$ cat src/shared/wdt_map.vh
// Purpose: Constants for the board watchdog timer.
// Assumes: 40 MHz system clock; straps are static levels, 1 = open, 0 = shorted.
// Notes:   Times are held in their printed unit; WDT_BASE_CYCLES derives from them, but WDT_BASE_LAST is written as a literal.
// Notes on behaviour
// Watchdog runs only when armed; host must retrigger it before it expires.
// Enable strap open enables the watchdog; shorted disables it fully, the default.
// Routing strap in default position: expiry asserts system reset.
// Routing strap in alternate position: expiry asserts NMI instead of reset.
// Interval strap value n selects 0.5 s times two to the n; 1 s default.
// Source strap picks board timer (default) or super I/O watchdog as time-out source.
// Port strap open decodes 0533H/0033H; shorted decodes 0543H/0343H.
// Software mode offers 255 intervals in one-minute steps, 0.5 to 254.5 minutes.
// Retrigger reloads full interval; expiry output holds until reinitialised.
`ifndef WDT_MAP_VH
`define WDT_MAP_VH

`define WDT_CLK_HZ          40000000
// Base period of 0.5 s, expressed in milliseconds
`define WDT_BASE_MS         500
`define WDT_BASE_CYCLES     (`WDT_CLK_HZ / 1000 * `WDT_BASE_MS)
// Last count of the half-second divider, sized to the divider counter
`define WDT_BASE_LAST       25'h1312CFF
// Software value v selects (v - 0.5) minutes, counted in half-second ticks
`define WDT_SW_STEP_TICKS   120
`define WDT_SW_OFFS_TICKS   60

`define WDT_PORT_A_DEF      16'h0533
`define WDT_PORT_B_DEF      16'h0033
`define WDT_PORT_A_ALT      16'h0543
`define WDT_PORT_B_ALT      16'h0343

`define WDT_ROUTE_RESET     1'b0
`define WDT_ROUTE_NMI       1'b1
`define WDT_SRC_BOARD       1'b0
`define WDT_SRC_SUPERIO     1'b1

`define WDT_CNT_W           16
`define WDT_TICK_W          25

`endif

$ cat src/logic/board_watchdog_timer.v
// Purpose: Board watchdog timer retriggered by ISA I/O accesses.
// Assumes: ISA strobes arrive synchronous to i_mclk; straps are static.
// Notes:   Expiry is routed to reset or NMI and held until reinitialised.
// Notes:   The super I/O watchdog only supplies the expiry; routing stays here.
`timescale 1ns/1ps
`include "wdt_map.vh"
module board_watchdog_timer (
  input  wire                    i_mclk,
  input  wire                    i_sys_rst,
  input  wire                    i_watchdog_enable_strap,
  input  wire                    i_port_select_strap,
  input  wire                    i_expiry_route_strap,
  input  wire                    i_timeout_source_strap,
  input  wire [2:0]              i_interval_select_strap,
  input  wire [15:0]             i_io_addr,
  input  wire                    i_io_wr,
  input  wire [7:0]              i_io_wdata,
  input  wire                    i_superio_timeout,
  input  wire                    i_reinit,
  output reg                     o_sys_reset,
  output reg                     o_nmi,
  output reg                     o_expired,
  output reg                     o_running,
  output reg  [7:0]              o_sw_interval
);

  // ****************************************
  // Port decode
  // ****************************************
  // Only writes are decoded; the port pair in use follows the port strap
  function port_hit;
    input [15:0] addr;
    input        alt;
    begin
      port_hit = 1'b0;
      if (!alt && (addr == `WDT_PORT_A_DEF)) begin
        port_hit = 1'b1;
      end else if (!alt && (addr == `WDT_PORT_B_DEF)) begin
        port_hit = 1'b1;
      end else if (alt && (addr == `WDT_PORT_A_ALT)) begin
        port_hit = 1'b1;
      end else if (alt && (addr == `WDT_PORT_B_ALT)) begin
        port_hit = 1'b1;
      end
    end
  endfunction

  // Strap time in half-second ticks: two to the n, 0.5 s up to 64 s
  function [`WDT_CNT_W-1:0] strap_ticks;
    input [2:0] n;
    begin
      case (n)
        3'h0:    strap_ticks = 16'h0001;
        3'h1:    strap_ticks = 16'h0002;
        3'h2:    strap_ticks = 16'h0004;
        3'h3:    strap_ticks = 16'h0008;
        3'h4:    strap_ticks = 16'h0010;
        3'h5:    strap_ticks = 16'h0020;
        3'h6:    strap_ticks = 16'h0040;
        default: strap_ticks = 16'h0080;
      endcase
    end
  endfunction

  // Software value v gives (v - 0.5) minutes; 255 still fits the 16-bit counter
  // Value zero never reaches this function, it selects the strap time instead
  function [`WDT_CNT_W-1:0] soft_ticks;
    input [7:0]  v;
    reg   [31:0] t;
    begin
      t          = v * `WDT_SW_STEP_TICKS - `WDT_SW_OFFS_TICKS;
      soft_ticks = t[`WDT_CNT_W-1:0];
    end
  endfunction

  // ****************************************
  // Access qualification
  // ****************************************
  wire                  enabled;
  wire                  addr_hit;
  wire                  retrigger;
  wire                  sw_load;
  wire                  live;
  wire                  tick;
  wire                  board_expire;
  wire                  expire;
  wire                  fire;
  wire                  route_nmi;
  wire [`WDT_CNT_W-1:0] load_value;
  reg  [`WDT_CNT_W-1:0] cnt_q;
  reg  [`WDT_CNT_W-1:0] cnt_d;

  assign enabled   = i_watchdog_enable_strap;
  assign addr_hit  = port_hit(i_io_addr, !i_port_select_strap);
  // Writes are refused while disabled, latched in expiry or being reinitialised
  assign retrigger = enabled && !o_expired && !i_reinit && i_io_wr && addr_hit;
  // A nonzero byte selects software minutes; zero returns to the strap time
  assign sw_load   = retrigger && (i_io_wdata != 8'h00);
  // Counting goes on only while armed, unexpired and not being reinitialised
  assign live      = enabled && o_running && !o_expired && !i_reinit;

  // ****************************************
  // Interval selection
  // ****************************************
  assign load_value = sw_load ? soft_ticks(i_io_wdata)
                              : strap_ticks(i_interval_select_strap);

  // ****************************************
  // Half-second time base
  // ****************************************
  // Phase restarts on each retrigger so the interval is exact to one cycle
  // The divider idles while stopped, so no stale phase survives a restart
  wdt_tick_div u_div (
    .i_mclk    (i_mclk),
    .i_sys_rst (i_sys_rst),
    .i_run     (o_running),
    .i_clr     (retrigger),
    .o_tick    (tick)
  );

  // ****************************************
  // Expiry source and routing
  // ****************************************
  // A loaded value of n expires on the n-th half-second tick after the retrigger
  assign board_expire = tick && (cnt_q == 16'h0001);
  // The super I/O input may be a pulse or a level: expiry latches on its first cycle
  assign expire       = (i_timeout_source_strap == `WDT_SRC_SUPERIO) ?
                        i_superio_timeout : board_expire;
  // A retrigger in the same cycle beats an expiry: last-moment software still wins
  assign fire         = live && !retrigger && expire;
  // Default strap position routes to reset
  assign route_nmi    = (i_expiry_route_strap == `WDT_ROUTE_NMI);

  // ****************************************
  // Down counter
  // ****************************************
  always @* begin
    cnt_d = cnt_q;
    if (!enabled) begin
      cnt_d = {`WDT_CNT_W{1'b0}};
    end else if (retrigger) begin
      cnt_d = load_value;
    end else if (fire) begin
      cnt_d = {`WDT_CNT_W{1'b0}};
    end else if (live && tick) begin
      cnt_d = cnt_q - 1'b1;
    end
  end

  always @(posedge i_mclk or posedge i_sys_rst) begin
    if (i_sys_rst) begin
      cnt_q <= {`WDT_CNT_W{1'b0}};
    end else begin
      cnt_q <= cnt_d;
    end
  end

  // ****************************************
  // Run and expiry state
  // ****************************************
  // Running starts with the first accepted retrigger and stops on expiry,
  // reinitialisation or a shorted enable strap
  // Straps are read every cycle; moving one while running takes effect at once, except the interval strap, which is only loaded on a retrigger
  always @(posedge i_mclk or posedge i_sys_rst) begin
    if (i_sys_rst) begin
      o_running <= 1'b0;
    end else if (!enabled || i_reinit || o_expired) begin
      o_running <= 1'b0;
    end else if (retrigger) begin
      o_running <= 1'b1;
    end
  end

  // Expiry latches until reinitialised; a shorted enable strap clears it as well
  always @(posedge i_mclk or posedge i_sys_rst) begin
    if (i_sys_rst) begin
      o_expired <= 1'b0;
    end else if (!enabled || i_reinit) begin
      o_expired <= 1'b0;
    end else if (fire) begin
      o_expired <= 1'b1;
    end
  end

  // ****************************************
  // Expiry outputs
  // ****************************************
  // Route is taken from the strap at the moment of expiry and then held
  // Both outputs clear together, so reset and NMI are never high at once
  always @(posedge i_mclk or posedge i_sys_rst) begin
    if (i_sys_rst) begin
      o_sys_reset <= 1'b0;
    end else if (!enabled || i_reinit) begin
      o_sys_reset <= 1'b0;
    end else if (fire) begin
      o_sys_reset <= !route_nmi;
    end
  end

  always @(posedge i_mclk or posedge i_sys_rst) begin
    if (i_sys_rst) begin
      o_nmi <= 1'b0;
    end else if (!enabled || i_reinit) begin
      o_nmi <= 1'b0;
    end else if (fire) begin
      o_nmi <= route_nmi;
    end
  end

  // ****************************************
  // Software interval readback
  // ****************************************
  // Holds the last accepted byte; zero means the strap interval is in force
  always @(posedge i_mclk or posedge i_sys_rst) begin
    if (i_sys_rst) begin
      o_sw_interval <= 8'h00;
    end else if (retrigger) begin
      o_sw_interval <= i_io_wdata;
    end
  end

endmodule

$ cat src/logic/wdt_tick_div.v
// Purpose: Divider giving a one-cycle pulse every half second.
// Assumes: Single clock; i_clr restarts the phase.
// Notes:   Restarting on retrigger keeps the interval exact to one cycle.
`timescale 1ns/1ps
`include "wdt_map.vh"
module wdt_tick_div (
  input  wire                    i_mclk,
  input  wire                    i_sys_rst,
  input  wire                    i_run,
  input  wire                    i_clr,
  output reg                     o_tick
);
  localparam [`WDT_TICK_W-1:0] LAST = `WDT_BASE_LAST;
  reg [`WDT_TICK_W-1:0] cnt_q;

  always @(posedge i_mclk or posedge i_sys_rst) begin
    if (i_sys_rst) begin
      cnt_q  <= {`WDT_TICK_W{1'b0}};
      o_tick <= 1'b0;
    end else if (i_clr || !i_run) begin
      cnt_q  <= {`WDT_TICK_W{1'b0}};
      o_tick <= 1'b0;
    end else if (cnt_q == LAST) begin
      cnt_q  <= {`WDT_TICK_W{1'b0}};
      o_tick <= 1'b1;
    end else begin
      cnt_q  <= cnt_q + 1'b1;
      o_tick <= 1'b0;
    end
  end
endmodule

$ cat config.mk
export PLATFORM = sky130hd
export DESIGN_NAME = board_watchdog_timer
export DESIGN_NICKNAME = d
export VERILOG_FILES = /design/src/logic/board_watchdog_timer.v /design/src/logic/wdt_tick_div.v
export VERILOG_INCLUDE_DIRS = /design/src /design/src/shared
export SDC_FILE = /design/constraint.sdc
export NUM_CORES = 1
export LEC_CHECK = 0
export ABC_AREA = 0
export ABC_CLOCK_PERIOD_IN_PS = 2900
export BUFFER_PORTS_ARGS = -buffer_cell sky130_fd_sc_hd__buf_2
export CELL_PAD_IN_SITES_DETAIL_PLACEMENT = 1
export CELL_PAD_IN_SITES_GLOBAL_PLACEMENT = 1
export CORE_ASPECT_RATIO = 0.9
export CORE_UTILIZATION = 35
export DETAILED_ROUTE_END_ITERATION = 6
export PLACE_DENSITY_LB_ADDON = 0.1
export SYNTH_ARGS = -nofsm -noshare
export SYNTH_HDL_FRONTEND = slang
export SYNTH_SLANG_ARGS = --single-unit
$ cat constraint.sdc
create_clock -name i_mclk -period 2.9 [get_ports i_mclk]
set_input_delay 0.145 -clock i_mclk [delete_from_list [all_inputs] [get_ports i_mclk]]
set_output_delay 0.145 -clock i_mclk [all_outputs]
set_load 0.02 [all_outputs]
Word-level counts from Yosys, hierarchy flattened:

Index checks and enable logic that the tools add are counted.

* word-level logic and storage cells: 78
* input bits: 36
* output and inout port bits: 12
* bits in registers: 54

* add/subtract/negate cells: 3
* multiply operators: 1
* reduce and logical (&&, ||, !) cells: 30
* equal/unequal tests: 13
* multiplexer cells: 23

Operators with widths (count)
* two-way mux 16 bit: 5
* one-hot mux 8 bit (7 select lines): 1
* two-way mux 25 bit: 2
* == test 16 x 11 -> 1 bit, second input constant: 2
* adder 25 x 1 -> 25 bit, second input constant: 1
* == test 25 bit, second input constant: 1
* == test 16 x 1 -> 1 bit, second input constant: 1
* == test 16 x 10 -> 1 bit, second input constant: 1
* == test 16 x 6 -> 1 bit, second input constant: 1
* logical AND 1 bit: 16
* subtractor 15 x 6 -> 16 bit, second input constant: 1
* subtractor 16 x 1 -> 16 bit, second input constant: 1
* two-way mux 1 bit: 15
* multiplier 8 x 4 -> 12 bit, second input constant: 1
* == test 3 bit, second input constant: 3
* nonzero test 8 bit: 1
* zero test 1 bit: 7
* == test 3 x 2 -> 1 bit, second input constant: 2
* != test 4 x 1 -> 1 bit, second input constant: 1
* nonzero test 2 bit: 2
* == test 3 x 1 -> 1 bit, second input constant: 1
* zero test 3 bit: 1
* logical OR 1 bit: 3

Longest topological paths before layout:

* word-level depth: 13
* mapped depth: 13
* depth with buffers taken out: 13

Modules after synthesis:

From an unflattened synthesis, not the netlist that was laid out.

* cell total of the unflattened synthesis: 456
* area, all modules: 4129.0 um^2

Modules (own cells, without submodules)
* board_watchdog_timer: cells each 310, seq. area each 700.7 um^2, instances 1, area an instance 2743.9 um^2
* wdt_tick_div: cells each 146, seq. area each 650.6 um^2, instances 1, area an instance 1385.1 um^2

Worst setup path before layout:

Ideal clock, no wire load.

* path type: input -> register
* start point: input i_io_wdata[3]
* end point: register cnt_q[14]
* cell stages on the path: 13
* library setup time: 0.135 ns
* arrival: 3.060 ns
* path slack: -0.296 ns
* buffers on the path: 0
* cell sequence: inv_1 -> fa_1 -> fa_1 -> inv_1 -> ha_1 -> xor2_1 -> ha_1 -> o211ai_1 -> a311oi_1 -> nor2_1 -> nor4bb_1 -> xnor2_1 -> o21ai_0

* longest elaborated chain between the ends: 5

Ends and longest elaborated chain
* start, declared: RTL line board_watchdog_timer.v:17 `input wire [7:0] i_io_wdata,`
* multiplier 8 x 4 -> 12 bit (no source line) or nonzero test 8 bit (tied branches)
* subtractor 15 x 6 -> 16 bit (no source line) or logical AND 1 bit (tied branches)
* two-way mux 16 bit (*): RTL line board_watchdog_timer.v:105 `assign load_value = sw_load ? soft_ticks(i_io_wdata)`
* two-way mux 16 bit (*): RTL line board_watchdog_timer.v:141 `end else if (retrigger) begin`
* two-way mux 16 bit (*): RTL line board_watchdog_timer.v:139 `if (!enabled) begin`
* end signal, assigned: RTL line board_watchdog_timer.v:152 `` cnt_q <= {`WDT_CNT_W{1'b0}}; ``
* end signal, assigned: RTL line board_watchdog_timer.v:154 `cnt_q <= cnt_d;`
* end, declared: RTL line board_watchdog_timer.v:90 `` reg [`WDT_CNT_W-1:0] cnt_q; ``

Every way passes the cells marked *; elsewhere a longest branch is shown, timed or not.
A chain may end at the register's enable or synchronous reset.

Final worst setup path:

* start point: input i_io_wdata[2]
* end point: register cnt_q[14]

Same word-level chain as after synthesis.

==> results.toml <==
[detailed_routing]
met3_length_um = 347
wirelength_mm = 11.9
first_iter_violations = 171
viasPerCell = 5.25
drt-pass1-iter-count = 4
route.met2.wl_mm = 5.81
wl_met1_mm = 5.57
route.detailed.drc = 0
ant_nets = 0
dr_total_vias = 3820
wl_per_cell_um = 16.3
topRoutingLayerUsed = "met4"

[layout]
final_core_util_pct = 49.2
nets = 647
drive_gt1_share_pct = 29.7
fin_area_mm2 = 0.00543
instances_no_fill = 728
fill_cells = 1299
n_antenna_cell = 0
syn_to_final_growth_pct = 33.9

[sta]
timing.fmax_mhz = 323
worst_slew_pin_slew_ns = 0.592
hold_viol = 0
finalSetupViolCount = 5
timing.final.ws_setup_ns = -0.195
fin_crit_sh_pct = 107
period_minus_slack_ns = 3.09
rsz0062_at_grt = "true"
fin_skew_ns = 0.00569
slew_headroom_pct = 60.2
slew_viol_final = 0

[placement]
hpwl_mm = 9.11
gp_congestion = 0.813
place_area_mm2 = 0.00492
io_buffers = 47
dp_cells = 709
preCtsSetupSlack_ns = -0.667

[min_path]
hold_path_end = "o_sys_reset"
worstHoldStart = "i_expiry_route_strap"
hp-class = "in2reg"
whs_path_depth = 2

[power]
ir_drop_mv = 0.252
p_leak_nw = 2.47
power_density_mw_per_mm2 = 525
p_total_w = 0.00285

[global_route]
grt_pass1_vias = 4100
grt-ovfl-total = 0
grt_usage_pct = 21.1
grt_pass1_wl_mm = 20.1
grt_max_degree = 35
antenna_found_initial = 0

[logic_synthesis]
yosysUniqueCellTypes = 55
synth-async-reset-ratio_pct = 100
synthAdderAreaFrac_pct = 13.5
muxShareOfSynthArea_pct = 0
syn-cell-area_mm2 = 0.00405
synthSimpleGateAreaFrac_pct = 26.5
yosysWarnings = 0
synthTopCellsByArea = "dfrtp_1 (33%), ha_1 (7.1%), fa_1 (6.4%), nor2_1 (5.0%), xor2_1 (4.5%)"
netlist_instances = 468
synth_top_family_by_area = "simple AND/OR/NAND/NOR gates"
synth_xor_area_share_pct = 8.00
synth_fp_nets = 540
synth_edf_count = 0
yosysSeqAreaShare_pct = 33.3
yosys_most_used_dff = "dfrtp_1"
synth_compound_area_share_pct = 13.8
synth.avg_cell_area_um2 = 8.66
synth_top_area_share_pct = 33.3
yosysTopAreaCell = "dfrtp_1"
synth_seq_cells = 54

[worst_setup_path]
cp.arrival_ns = 3.25
crit_buf_inv = 2
rr_startpoint = "o_expired"
cp_top_family = "adder cells"
cpMostUsedCell = "fa_2"
rrSetupSlack_ns = 0.25
max_stage_delay_ns = 0.57
crit_path_top_delay_cell = "fa_1"
path_cells = "buf_8, fa_2, fa_1, inv_1, fa_2, xor2_4, ha_4, nand4b_1, a311oi_2, nor2_2, nor4bb_2, xnor2_1, o21ai_1"
worstPathRequired_ns = 3.06
ff2ff_path_depth = 8
path_max_fanout = 4
endpoint_kind = "flop"
criticalPathCategory = "in2reg"
crit_path_start_kind = "input pin"
path_depth = 13
rr_endpoint = "cnt_q[9]"

[floorplanning]
die_w_um = 115
core_mm2 = 0.0110
ios = 48
rows = 36
dieArea_mm2 = 0.0120
die_h_um = 104
initial_core_util_pct = 36.7

[clocking]
ctsHtreeMaxLevel = 2
numCtsBuffers = 5
cts_root_buf = "clkbuf_16"
clock_latency_ns = 0.30
cts_buffer_depth = 2
cts_tree = "built"
cts_sinks = 54
clkTransAtPathRegs_ns = 0.07

[status]
status = "finished, violations left"
violations = "setup timing"

[job]
cap_violations = 0
==> flip-flops by register name, summed over array words and instances (netlist names) <==
name / cells
o_running: 1
o_sys_reset: 1
cnt_q: 16
o_expired: 1
o_sw_interval: 8
o_nmi: 1
u_div.cnt_q: 25
u_div.o_tick: 1
==> final cells by class <==
| cell class | count | area (µm²) | share of cell area, % |
|---|---|---|---|
| Timing Repair Buffer | 115 | 793 | 14.6 |
| Multi-Input combinational cell | 365 | 2790 | 51.4 |
| Sequential cell | 54 | 1350 | 24.9 |
| Clock buffer | 7 | 153 | 2.81 |
| Clock inverter | 1 | 8.76 | 0.161 |
| Inverter | 34 | 139 | 2.56 |
| Tap cell | 152 | 190 | 3.51 |
==> worst max-delay path by stage <==
| stage | to | slack (ns) | start |
|---|---|---|---|
| global route | cnt_q[14] | -0.28 | i_io_wdata[2] |
| CTS | cnt_q[14] | -0.16 | i_io_wdata[2] |
| finish | cnt_q[14] | -0.19 | i_io_wdata[2] |
| global placement | cnt_q[15] | -0.49 | i_io_wdata[4] |
| floorplan | cnt_q[14] | -0.23 | i_io_wdata[0] |
| detailed placement | cnt_q[12] | -0.67 | i_io_wdata[0] |
==> cells in the final DEF (no fill, tap or decap), types with 5 or more instances in the layout <==
cell and n:
a21oi_1 13, and3_1 12, buf_2 43, buf_4 65, clkbuf_16 5, dfrtp_1 54
fa_1 11, ha_1 17, ha_4 5, inv_1 28, nand2_1 41, nand2b_1 6
nand3_1 15, nand4_1 8, nor2_1 53, nor3_1 10, nor4_1 8, nor4b_1 6
o211ai_1 7, o21ai_0 25, o21ai_1 6, o221ai_1 5, xnor2_1 14, xor2_1 18
==> synth_stat cells, drive strengths merged, types with 4 or more instances <==
cell type and number:
o221ai 5, o211ai 7, xor2 21, nand2 41, nor2b 5, nor4bb 5
o21ai 31, xnor2 16, nor4b 6, nor3b 4, nor2 54, ha 23
nand4 8, or3 4, nand2b 6, and3 13, a21oi 17, nor4 10
inv 34, nor3 13, dfrtp 54, buf 4, fa 13, nand3 19
clkbuf 11
==> power breakdown <==
part / switching [W] / internal, W / total, W
Clock: 0.000283 / 0.000370 / 0.000653
Combinational: 0.000693 / 0.000751 / 0.00144
Sequential: 0.0000000424 / 0.000752 / 0.000753
Total: 0.000976 / 0.00187 / 0.00285
==> repair_timing <==
| action | CTS | global route |
|---|---|---|
| pin swaps | 30 | 13 |
| hold endpoints to repair | 20 | 0 |
| gates resized for setup | 32 | 24 |
| hold buffers | 1 | 0 |
| setup endpoints to repair | 7 | 9 |
| buffers inserted | 4 | 6 |
==> cell families after synthesis <==
family | after synthesis
adder cells (fa/ha/maj) | 36
AND/OR/NAND/NOR | 205
buffers and inverters | 49
XOR/XNOR | 37
AO/OA/AOI/OAI | 87
flip-flops | 54
==> through the flow <==
stage               TNS (ns)  hold WS, ns
floorplan             -0.408        0.257
global placement       -2.85        0.181
detailed placement     -3.88        0.202
CTS                   -0.444       0.0606
global route           -1.23       0.0758
finish                -0.487       0.0601
==> worst register-to-register path: stages, from the launching register on <==
cell,delay [ns]
dfrtp_1,0.40
or3b_1,0.42
or4b_1,0.48
a211o_1,0.42
nand2b_1,0.20
buf_12,0.18
o21ai_0,0.10
a21oi_1,0.20
o21ai_0,0.11
==> layer usage <==
| metal | track usage [%] | vias up |
|---|---|---|
| met2 | 35.1 | 45 |
| met1 | 28.7 | 1902 |
| li1 | - | 1861 |
| met4 | 4.17 | 0 |
| met5 | 0 | - |
| met3 | 3.21 | 12 |
Power figures use the tool's default switching activity.
